## config.mk

```make
export PLATFORM = sky130hd
export DESIGN_NAME = mstx_exec_core
export DESIGN_NICKNAME = d
export VERILOG_FILES = /design/src/rtl/mstx_pkg.sv /design/src/rtl/mstx_data_ram.sv /design/src/rtl/mstx_exec_core.sv /design/src/rtl/mstx_table_rom.sv
export VERILOG_INCLUDE_DIRS = /design/src /design/src/rtl
export SDC_FILE = /design/constraint.sdc
export NUM_CORES = 2
export LEC_CHECK = 0
export BUFFER_PORTS_ARGS = -buffer_cell sky130_fd_sc_hd__buf_2
export CAP_MARGIN = 10
export CORE_ASPECT_RATIO = 0.75
export CORE_MARGIN = 2
export CORE_UTILIZATION = 55
export CTS_BUF_LIST = sky130_fd_sc_hd__clkbuf_8
export DETAILED_ROUTE_END_ITERATION = 10
export PLACE_DENSITY = 0.71
export SLEW_MARGIN = 5
export SYNTH_ARGS = -nofsm -noshare
export SYNTH_HDL_FRONTEND = slang
export SYNTH_SLANG_ARGS = --single-unit
```

## constraint.sdc

```tcl
create_clock -name CLOCK_I -period 23.4 [get_ports CLOCK_I]
set_clock_uncertainty 0.1 [all_clocks]
set_input_delay 4.68 -clock CLOCK_I [delete_from_list [all_inputs] [get_ports CLOCK_I]]
set_output_delay 4.68 -clock CLOCK_I [all_outputs]
set_load 0.02 [all_outputs]
```

## src/rtl/mstx_consts.svh

```systemverilog
`ifndef MSTX_CONSTS_SVH
`define MSTX_CONSTS_SVH

// bus geometry
`define MSTX_ADDR_W 8
`define MSTX_DATA_W 32

// register byte offsets
`define MSTX_OFF_INSTR 8'h00
`define MSTX_OFF_ACC 8'h04
`define MSTX_OFF_STATUS 8'h08
`define MSTX_OFF_TBLPTR 8'h0C
`define MSTX_OFF_TBLHIGH 8'h10
`define MSTX_OFF_PC 8'h14
`define MSTX_OFF_MEMADDR 8'h18
`define MSTX_OFF_MEMDATA 8'h1C

// status word field positions
`define MSTX_FLAG_CARRY_BIT 0
`define MSTX_FLAG_HALF_CARRY_BIT 1
`define MSTX_FLAG_NULL_BIT 2
`define MSTX_FLAG_OVERFLOW_BIT 3
`define MSTX_FLAG_POWERDOWN_BIT 4
`define MSTX_FLAG_WATCHDOG_TIMEOUT_BIT 5
`define MSTX_FLAGS_W 6
`define MSTX_STAT_BUSY_BIT 8
`define MSTX_STAT_SKIPPED_BIT 9
`define MSTX_STAT_CYCLES_LSB 10
`define MSTX_STAT_ILLEGAL_BIT 12

// program memory geometry
`define MSTX_PC_W 12
`define MSTX_PAGE_W 4
`define MSTX_ROM_W 16
`define MSTX_LAST_PAGE 4'hF

// reset values
`define MSTX_ACC_RST 8'h00
`define MSTX_FLAGS_RST 6'h00
`define MSTX_PC_RST 12'h000
`define MSTX_TBLPTR_RST 8'h00
`define MSTX_TBLHIGH_RST 8'h00
`define MSTX_MEMADDR_RST 8'h00

// instruction cycle counts
`define MSTX_PLAIN_CYCLES 2'h1
`define MSTX_SKIP_CYCLES 2'h2

// bus answers
`define MSTX_RESP_OKAY 2'h0
`define MSTX_RESP_SLVERR 2'h2

`endif

```

## src/rtl/mstx_pkg.sv

```systemverilog
package mstx_pkg;
	typedef enum logic [3:0] {
		OP_NOP = 4'h0,
		OP_NIBBLE_EXCHANGE_TO_ACC = 4'h1,
		OP_SKIP_WHEN_NULL = 4'h2,
		OP_LOAD_AND_SKIP_WHEN_NULL = 4'h3,
		OP_BIT_SKIP_WHEN_CLEAR = 4'h4,
		OP_TABLE_FETCH_CURRENT_PAGE = 4'h5,
		OP_TABLE_FETCH_LAST_PAGE = 4'h6,
		OP_XOR_ACC = 4'h7,
		OP_EXCLUSIVE_OR_INTO_MEMORY = 4'h8,
		OP_XOR_IMM = 4'h9,
		OP_DECREMENT_AND_SKIP = 4'hA
	} mstx_op_t;

	typedef enum logic [1:0] {
		ST_IDLE = 2'h0,
		ST_FETCH = 2'h1,
		ST_EXEC = 2'h2,
		ST_DUMMY = 2'h3
	} mstx_state_t;

	typedef struct packed {
		logic [7:0] imm;
		logic [7:0] addr;
		logic spare;
		logic [2:0] bit_sel;
		mstx_op_t op;
	} mstx_instr_t;
endpackage

```

## src/rtl/mstx_data_ram.sv

```systemverilog
// data memory, read-first, registered read data
module mstx_data_ram (
	input wire logic clk_i,
	input wire logic rst_n_i,
	input wire logic [7:0] addr_i,
	input wire logic we_i,
	input wire logic [7:0] wdata_i,
	output logic [7:0] rdata_o
);
	logic [7:0] mem [0:255];
	logic [7:0] rdata_reg;

	always_ff @(posedge clk_i) begin
		if (we_i) begin
			mem[addr_i] <= wdata_i;
		end
	end

	always_ff @(posedge clk_i) begin
		if (!rst_n_i) begin
			rdata_reg <= 8'h00;
		end else begin
			rdata_reg <= mem[addr_i];
		end
	end

	assign rdata_o = rdata_reg;
endmodule

```

## src/rtl/mstx_exec_core.sv

```systemverilog
// The AXI4-Lite interface to the registers and the register offsets were left to the implementer.
`include "mstx_consts.svh"
// Operation
// - nibble exchange: swapped byte into accumulator
// - null byte test skips, two cycles
// - load byte to accumulator, skip if null
// - clear bit test skips, two cycles
// - current page table word to memory, latch
// - last page table word to memory, latch
// - accumulator xor byte into accumulator, null flag
// - accumulator xor byte into memory, null flag
// - accumulator xor constant into accumulator
// - decrement byte, store, skip when zero
module mstx_exec_core (
	input wire logic CLOCK_I,
	input wire logic RESET_N_I,
	input wire logic [`MSTX_ADDR_W-1:0] S_AXI_AWADDR_I,
	input wire logic S_AXI_AWVALID_I,
	output logic S_AXI_AWREADY_O,
	input wire logic [31:0] S_AXI_WDATA_I,
	input wire logic [3:0] S_AXI_WSTRB_I,
	input wire logic S_AXI_WVALID_I,
	output logic S_AXI_WREADY_O,
	output logic [1:0] S_AXI_BRESP_O,
	output logic S_AXI_BVALID_O,
	input wire logic S_AXI_BREADY_I,
	input wire logic [`MSTX_ADDR_W-1:0] S_AXI_ARADDR_I,
	input wire logic S_AXI_ARVALID_I,
	output logic S_AXI_ARREADY_O,
	output logic [31:0] S_AXI_RDATA_O,
	output logic [1:0] S_AXI_RRESP_O,
	output logic S_AXI_RVALID_O,
	input wire logic S_AXI_RREADY_I
);
	mstx_pkg::mstx_state_t state_reg;
	mstx_pkg::mstx_instr_t instr_reg;
	logic [`MSTX_FLAGS_W-1:0] flags_reg;
	logic [7:0] acc_reg;
	logic [7:0] table_pointer_reg;
	logic [7:0] table_high_latch_reg;
	logic [7:0] memaddr_reg;
	logic [`MSTX_PC_W-1:0] pc_reg;
	logic skipped_reg;
	logic [1:0] cycles_reg;
	logic illegal_reg;
	logic mem_view_ok_reg;

	logic awready_reg, wready_reg, bvalid_reg, arready_reg, rvalid_reg, rpend_reg;
	logic [1:0] bresp_reg;
	logic [1:0] rresp_reg;
	logic [31:0] rdata_reg;
	logic [31:0] wdata_reg;
	logic [3:0] wstrb_reg;
	logic [`MSTX_ADDR_W-1:0] awaddr_reg;
	logic [`MSTX_ADDR_W-1:0] araddr_reg;

	logic [7:0] ram_addr;
	logic [7:0] ram_wdata;
	logic [7:0] ram_rdata;
	logic ram_we;
	logic [`MSTX_PC_W-1:0] rom_addr;
	logic [`MSTX_ROM_W-1:0] rom_rdata;

	logic busy;
	logic [31:0] status_word;
	logic [32:0] wr_sel;
	logic [32:0] rd_sel;
	logic [31:0] wr_val;
	logic wr_err;
	logic do_write;
	logic wr_ok;
	logic launch;
	logic exec;
	logic [7:0] xor_src;
	logic [7:0] xor_res;
	logic [7:0] dec_res;
	logic bit_val;
	logic skip_now;
	logic is_xor;
	logic is_table;

	function automatic logic [31:0] merge_bytes(input logic [31:0] old_v,
		input logic [31:0] new_v, input logic [3:0] strb);
		logic [31:0] m;
		m = old_v;
		for (int i = 0; i < 4; i++) begin
			if (strb[i]) begin
				m[i*8 +: 8] = new_v[i*8 +: 8];
			end
		end
		return m;
	endfunction

	// register readback, top bit flags an unmapped address
	function automatic logic [32:0] reg_value(input logic [`MSTX_ADDR_W-1:0] a);
		logic [32:0] v;
		v = {1'b0, 32'h00000000};
		case (a)
			`MSTX_OFF_INSTR: v[23:0] = instr_reg;
			`MSTX_OFF_ACC: v[7:0] = acc_reg;
			`MSTX_OFF_STATUS: v[31:0] = status_word;
			`MSTX_OFF_TBLPTR: v[7:0] = table_pointer_reg;
			`MSTX_OFF_TBLHIGH: v[7:0] = table_high_latch_reg;
			`MSTX_OFF_PC: v[`MSTX_PC_W-1:0] = pc_reg;
			`MSTX_OFF_MEMADDR: v[7:0] = memaddr_reg;
			`MSTX_OFF_MEMDATA: v[7:0] = ram_rdata;
			default: v[32] = 1'b1;
		endcase
		return v;
	endfunction

	assign busy = state_reg != mstx_pkg::ST_IDLE;
	assign exec = state_reg == mstx_pkg::ST_EXEC;
	assign status_word = {19'h00000, illegal_reg, cycles_reg, skipped_reg, busy, 2'h0, flags_reg};
	// readback views follow every register the mux reads
	always_comb begin
		wr_sel = reg_value(awaddr_reg);
		rd_sel = reg_value(araddr_reg);
	end
	assign wr_err = wr_sel[32] | busy;
	assign wr_val = merge_bytes(wr_sel[31:0], wdata_reg, wstrb_reg);
	assign do_write = !awready_reg && !wready_reg && !bvalid_reg;
	assign wr_ok = do_write && !wr_err;
	assign launch = wr_ok && awaddr_reg == `MSTX_OFF_INSTR;

	// operand and result paths
	always_comb begin
		is_xor = instr_reg.op == mstx_pkg::OP_XOR_ACC
			|| instr_reg.op == mstx_pkg::OP_EXCLUSIVE_OR_INTO_MEMORY
			|| instr_reg.op == mstx_pkg::OP_XOR_IMM;
		is_table = instr_reg.op == mstx_pkg::OP_TABLE_FETCH_CURRENT_PAGE
			|| instr_reg.op == mstx_pkg::OP_TABLE_FETCH_LAST_PAGE;
		xor_src = (instr_reg.op == mstx_pkg::OP_XOR_IMM) ? instr_reg.imm : ram_rdata;
		xor_res = acc_reg ^ xor_src;
		dec_res = ram_rdata - 8'h01;
		bit_val = ram_rdata[instr_reg.bit_sel];
		case (instr_reg.op)
			mstx_pkg::OP_SKIP_WHEN_NULL: skip_now = ram_rdata == 8'h00;
			mstx_pkg::OP_LOAD_AND_SKIP_WHEN_NULL: skip_now = ram_rdata == 8'h00;
			mstx_pkg::OP_BIT_SKIP_WHEN_CLEAR: skip_now = !bit_val;
			mstx_pkg::OP_DECREMENT_AND_SKIP: skip_now = dec_res == 8'h00;
			default: skip_now = 1'b0;
		endcase
	end

	// data memory port: execution owns it while busy
	always_comb begin
		ram_addr = busy ? instr_reg.addr : memaddr_reg;
		ram_we = 1'b0;
		ram_wdata = wr_val[7:0];
		if (exec) begin
			case (instr_reg.op)
				mstx_pkg::OP_EXCLUSIVE_OR_INTO_MEMORY: begin
					ram_we = 1'b1;
					ram_wdata = xor_res;
				end
				mstx_pkg::OP_DECREMENT_AND_SKIP: begin
					ram_we = 1'b1;
					ram_wdata = dec_res;
				end
				mstx_pkg::OP_TABLE_FETCH_CURRENT_PAGE,
				mstx_pkg::OP_TABLE_FETCH_LAST_PAGE: begin
					ram_we = 1'b1;
					ram_wdata = rom_rdata[7:0];
				end
				default: ram_we = 1'b0;
			endcase
		end else if (wr_ok && awaddr_reg == `MSTX_OFF_MEMDATA) begin
			ram_we = 1'b1;
		end
	end

	// table address: current page from pc, or the last page
	always_comb begin
		if (instr_reg.op == mstx_pkg::OP_TABLE_FETCH_LAST_PAGE) begin
			rom_addr = {`MSTX_LAST_PAGE, table_pointer_reg};
		end else begin
			rom_addr = {pc_reg[`MSTX_PC_W-1 -: `MSTX_PAGE_W], table_pointer_reg};
		end
	end

	mstx_data_ram u_ram (
		.clk_i(CLOCK_I),
		.rst_n_i(RESET_N_I),
		.addr_i(ram_addr),
		.we_i(ram_we),
		.wdata_i(ram_wdata),
		.rdata_o(ram_rdata)
	);

	mstx_table_rom u_rom (
		.clk_i(CLOCK_I),
		.rst_n_i(RESET_N_I),
		.addr_i(rom_addr),
		.rdata_o(rom_rdata)
	);

	// write channels
	always_ff @(posedge CLOCK_I) begin
		if (!RESET_N_I) begin
			awready_reg <= 1'b1;
			wready_reg <= 1'b1;
			bvalid_reg <= 1'b0;
			bresp_reg <= `MSTX_RESP_OKAY;
			awaddr_reg <= 8'h00;
			wdata_reg <= 32'h00000000;
			wstrb_reg <= 4'h0;
		end else begin
			if (S_AXI_AWVALID_I && awready_reg) begin
				awready_reg <= 1'b0;
				awaddr_reg <= S_AXI_AWADDR_I;
			end
			if (S_AXI_WVALID_I && wready_reg) begin
				wready_reg <= 1'b0;
				wdata_reg <= S_AXI_WDATA_I;
				wstrb_reg <= S_AXI_WSTRB_I;
			end
			if (do_write) begin
				bvalid_reg <= 1'b1;
				bresp_reg <= wr_err ? `MSTX_RESP_SLVERR : `MSTX_RESP_OKAY;
			end
			if (bvalid_reg && S_AXI_BREADY_I) begin
				bvalid_reg <= 1'b0;
				awready_reg <= 1'b1;
				wready_reg <= 1'b1;
			end
		end
	end

	// read channels, memory data waits for a settled view
	always_ff @(posedge CLOCK_I) begin
		if (!RESET_N_I) begin
			arready_reg <= 1'b1;
			rpend_reg <= 1'b0;
			rvalid_reg <= 1'b0;
			rresp_reg <= `MSTX_RESP_OKAY;
			rdata_reg <= 32'h00000000;
			araddr_reg <= 8'h00;
			mem_view_ok_reg <= 1'b0;
		end else begin
			mem_view_ok_reg <= !busy && !ram_we && !(wr_ok && awaddr_reg == `MSTX_OFF_MEMADDR);
			if (S_AXI_ARVALID_I && arready_reg) begin
				arready_reg <= 1'b0;
				araddr_reg <= S_AXI_ARADDR_I;
				rpend_reg <= 1'b1;
			end
			if (rpend_reg && (araddr_reg != `MSTX_OFF_MEMDATA || mem_view_ok_reg)) begin
				rpend_reg <= 1'b0;
				rvalid_reg <= 1'b1;
				rdata_reg <= rd_sel[31:0];
				rresp_reg <= rd_sel[32] ? `MSTX_RESP_SLVERR : `MSTX_RESP_OKAY;
			end
			if (rvalid_reg && S_AXI_RREADY_I) begin
				rvalid_reg <= 1'b0;
				arready_reg <= 1'b1;
			end
		end
	end

	// sequencer: fetch operand, execute, optional dummy cycle
	always_ff @(posedge CLOCK_I) begin
		if (!RESET_N_I) begin
			state_reg <= mstx_pkg::ST_IDLE;
		end else begin
			unique case (state_reg)
				mstx_pkg::ST_IDLE: if (launch) state_reg <= mstx_pkg::ST_FETCH;
				mstx_pkg::ST_FETCH: state_reg <= mstx_pkg::ST_EXEC;
				mstx_pkg::ST_EXEC: state_reg <= skip_now ? mstx_pkg::ST_DUMMY : mstx_pkg::ST_IDLE;
				mstx_pkg::ST_DUMMY: state_reg <= mstx_pkg::ST_IDLE;
			endcase
		end
	end

	always_ff @(posedge CLOCK_I) begin
		if (!RESET_N_I) begin
			instr_reg <= mstx_pkg::mstx_instr_t'(24'h000000);
		end else if (launch) begin
			instr_reg <= mstx_pkg::mstx_instr_t'(wr_val[23:0]);
		end
	end

	// accumulator
	always_ff @(posedge CLOCK_I) begin
		if (!RESET_N_I) begin
			acc_reg <= `MSTX_ACC_RST;
		end else if (exec) begin
			case (instr_reg.op)
				mstx_pkg::OP_NIBBLE_EXCHANGE_TO_ACC: acc_reg <= {ram_rdata[3:0], ram_rdata[7:4]};
				mstx_pkg::OP_LOAD_AND_SKIP_WHEN_NULL: acc_reg <= ram_rdata;
				mstx_pkg::OP_XOR_ACC, mstx_pkg::OP_XOR_IMM: acc_reg <= xor_res;
				default: acc_reg <= acc_reg;
			endcase
		end else if (wr_ok && awaddr_reg == `MSTX_OFF_ACC) begin
			acc_reg <= wr_val[7:0];
		end
	end

	// status flags: execution moves only the null flag, and only on xor
	always_ff @(posedge CLOCK_I) begin
		if (!RESET_N_I) begin
			flags_reg <= `MSTX_FLAGS_RST;
		end else if (exec && is_xor) begin
			flags_reg[`MSTX_FLAG_NULL_BIT] <= xor_res == 8'h00;
		end else if (wr_ok && awaddr_reg == `MSTX_OFF_STATUS) begin
			flags_reg <= wr_val[`MSTX_FLAGS_W-1:0];
		end
	end

	// table pointer and table-high latch
	always_ff @(posedge CLOCK_I) begin
		if (!RESET_N_I) begin
			table_pointer_reg <= `MSTX_TBLPTR_RST;
			table_high_latch_reg <= `MSTX_TBLHIGH_RST;
		end else begin
			if (exec && is_table) begin
				table_high_latch_reg <= rom_rdata[15:8];
			end
			if (wr_ok && awaddr_reg == `MSTX_OFF_TBLPTR) begin
				table_pointer_reg <= wr_val[7:0];
			end
		end
	end

	// data memory window address
	always_ff @(posedge CLOCK_I) begin
		if (!RESET_N_I) begin
			memaddr_reg <= `MSTX_MEMADDR_RST;
		end else if (wr_ok && awaddr_reg == `MSTX_OFF_MEMADDR) begin
			memaddr_reg <= wr_val[7:0];
		end
	end

	// program counter and last-instruction status
	always_ff @(posedge CLOCK_I) begin
		if (!RESET_N_I) begin
			pc_reg <= `MSTX_PC_RST;
			skipped_reg <= 1'b0;
			cycles_reg <= 2'h0;
			illegal_reg <= 1'b0;
		end else if (exec) begin
			pc_reg <= pc_reg + 12'h001;
			skipped_reg <= skip_now;
			cycles_reg <= skip_now ? `MSTX_SKIP_CYCLES : `MSTX_PLAIN_CYCLES;
			illegal_reg <= instr_reg.op > mstx_pkg::OP_DECREMENT_AND_SKIP;
		end else if (state_reg == mstx_pkg::ST_DUMMY) begin
			pc_reg <= pc_reg + 12'h001;
		end else if (wr_ok && awaddr_reg == `MSTX_OFF_PC) begin
			pc_reg <= wr_val[`MSTX_PC_W-1:0];
		end
	end

	assign S_AXI_AWREADY_O = awready_reg;
	assign S_AXI_WREADY_O = wready_reg;
	assign S_AXI_BVALID_O = bvalid_reg;
	assign S_AXI_BRESP_O = bresp_reg;
	assign S_AXI_ARREADY_O = arready_reg;
	assign S_AXI_RVALID_O = rvalid_reg;
	assign S_AXI_RDATA_O = rdata_reg;
	assign S_AXI_RRESP_O = rresp_reg;
endmodule

```

## src/rtl/mstx_table_rom.sv

```systemverilog
`include "mstx_consts.svh"
// program memory table, fixed pattern, registered read data
module mstx_table_rom (
	input wire logic clk_i,
	input wire logic rst_n_i,
	input wire logic [`MSTX_PC_W-1:0] addr_i,
	output logic [`MSTX_ROM_W-1:0] rdata_o
);
	logic [`MSTX_ROM_W-1:0] rdata_reg;

	function automatic logic [`MSTX_ROM_W-1:0] rom_word(input logic [`MSTX_PC_W-1:0] a);
		logic [7:0] hi;
		logic [7:0] lo;
		hi = a[`MSTX_PC_W-1:4] ^ 8'hC3;
		lo = a[7:0] ^ 8'h5A;
		return {hi, lo};
	endfunction

	always_ff @(posedge clk_i) begin
		if (!rst_n_i) begin
			rdata_reg <= 16'h0000;
		end else begin
			rdata_reg <= rom_word(addr_i);
		end
	end

	assign rdata_o = rdata_reg;
endmodule

```

==> results.ini <==
[layout]
largest_reg_flops=2048
layout-drive-gt1-share_pct=11.4
area_delta_synth_final_pct=9.84
regArea_sq_um=65000
regMostFlops=u_ram.mem
nNetsFinal=5317
final_cell_mix=edfxtp_1, a22o_1, a221oi_1
final_common_cell=edfxtp_1
fillers=10894
multiInputGateArea_sq_um=17700

[setup_path]
crit_path_cell_trace=buf_2
crit_fanout=12
cp-endpoint=S_AXI_AWREADY_O
arrival_ns=1.75
r2r_start=state_reg[1]
cp_num_buf_inv=1
rrSetupSlack_ns=17.05
crit_start=S_AXI_AWREADY_O
reg2regPathDepth=12
slowest_stage=dfxtp_1
endpoint_kind=output pin
crit_path_start_kind=flip-flop
crit_type=reg -> out
max_stage_delay_ns=0.52
path_delay_family=flip-flops
cp.depth=1
cp.required_ns=18.62
r2r_end=u_ram.rdata_o[0]

[synthesis]
synth_edf_count=2048
synth-seq-area-share_pct=77.3
synth_ff_type=edfxtp_1
synth_largest_area_cell=edfxtp_1
yosys_warnings=0
yosysUniqueCellTypes=72
syn_area_sq_um=84200
netlist.area_leader.share_pct=73.1
ys_async_sr_fraction_pct=0
synth_seq_cells=2225
synth.avg_cell_area_sq_um=16.4
synthTopCellsByArea=edfxtp_1, a22o_1, a221oi_1, dfxtp_1, o22ai_1
syn-instance-count=5120

[cts]
worstSkewPairLatency_ns=1.03
cts_tree=yes
cts_resized=0
clkTransAtPathRegs_ns=0.06
postCtsHoldBufs=0
clockRootBuffer=clkbuf_8
cts_setup_buffers=0
cts_buffers=341
clockBufferDepth=4
numClockSinks=2225
htree_levels=5

[global_route]
grt-ovfl-total=0
grt_pass1_wl_microns=319000
grt_pass1_vias=48100
antenna_found_initial=10
grt.total_usage_pct=27.4
grt_max_degree=239

[job]
maxCapViolCount=0

[min_path]
hold_depth=2
hold_start=S_AXI_RDATA_O[0]
hp-class=reg -> reg

[floorplan]
die_h_microns=343
io-pin-count=100
initial_core_util_pct=55.3
dieArea_sq_um=156000
coreArea_sq_um=152000
die_w_microns=456
row_count=124

[detailed_routing]
vias_per_cell=6.77
num_vias=50932
first_pass_iters=9
first_iter_violations=7482
ant_nets=0
drt_wl_total_microns=220000
detail_route.drc_violations=0
wire_per_inst_microns=29.2

[timing]
max-slew-margin-rel_pct=4.07
rsz0062_at_grt=false
tns_ns=0
tightestPinTransition_ns=1.44
clock.fmax_mhz=153
setup_ws_ns=16.87
hold_viol_final=0
post-route-period-util_pct=27.9
finalCriticalPeriod_ns=6.53
slew_viol_final=0
finalSetupViolations=0

[pwr]
p_leak_nw=30.0
power.density_nw_per_um2=79.8
vdd_drop_max_mv=0.0684

[place]
port_buffers=80
pre_cts_ws_ns=16.48
place_congestion=0.937
hpwl_microns=127000

[outcome]
status=complete, no violations

per-stage QoR:
step	hold slack [ns]	instance area [sq um]	power, mW	util [%]	cells
floorplan	0.329	84200	4.52	-	5129
detailed placement	0.332	86500	4.57	56.8	6925
global route	0.361	92400	7.58	60.7	7525
CTS	0.340	92400	7.40	60.7	7521
finish	0.351	92500	7.38	60.7	7528
global placement	0.342	86500	4.56	56.8	6925
how the worst min path moves through the flow:
stage / to / slack, ns
4_1_cts: S_AXI_RDATA_O[0] / 0.34
3_5_place_dp: S_AXI_RDATA_O[0] / 0.33
3_3_place_gp: S_AXI_RDATA_O[0] / 0.34
5_1_grt: S_AXI_RDATA_O[0] / 0.36
2_1_floorplan: u_rom.rdata_o[3] / 0.33
6_report: S_AXI_RDATA_O[0] / 0.35
logic make-up (layout without fill, tap and decap cells):
group / after synthesis / in the layout / synth area share, %
other: 1 / 15 / 0.00446
buffers and inverters: 412 / 790 / 1.99
flip-flops: 2225 / 2225 / 77.3
multiplexers: 52 / 52 / 0.678
AO/OA/AOI/OAI: 1627 / 1627 / 15.6
adder cells (fa/ha/maj): 4 / 4 / 0.0595
AND/OR/NAND/NOR: 778 / 778 / 4.23
XOR/XNOR: 21 / 21 / 0.219
synthesized netlist by cell type (all sizes together) (15+ instances only):
cell	number
nor2	292
nor2b	25
nand3	57
mux2i	30
o211a	21
dfxtp	177
buf	146
nand2b	15
a21boi	74
and2	24
nand2	230
nor4	69
a221oi	522
o22ai	260
o21ai	44
mux2	20
clkbuf	254
edfxtp	2048
a22oi	29
a21oi	71
a22o	532
report_power, final:
part | internal [mW] | leakage, nW | total, mW | switching, mW
clock network | 1.42 | 3.46 | 2.89 | 1.47
logic | 0.0446 | 6.10 | 0.156 | 0.112
registers | 4.32 | 20.4 | 4.33 | 0.0130
total | 5.79 | 30.0 | 7.38 | 1.59
metal layers:
metal  vias up  track usage, %  wire, microns
li1      21596               -              -
met1     25673            40.9          91400
met2      3235            39.6          96200
met3       424            7.15          26000
met4         4            8.94           6340
met5         -               0             23
area by class of cell:
| class | count | share of cell area [%] |
|---|---|---|
| Sequential cell | 2225 | 70.4 |
| Multi-Input combinational cell | 2492 | 19.1 |
| Clock buffer | 352 | 5.24 |
| Tap cell | 2016 | 2.73 |
| Timing Repair Buffer | 182 | 1.36 |
| Clock inverter | 244 | 1.16 |
| Inverter | 12 | 0.0487 |
| Antenna cell | 5 | 0.0135 |
Note: power is estimated with default switching activity, not from simulation.
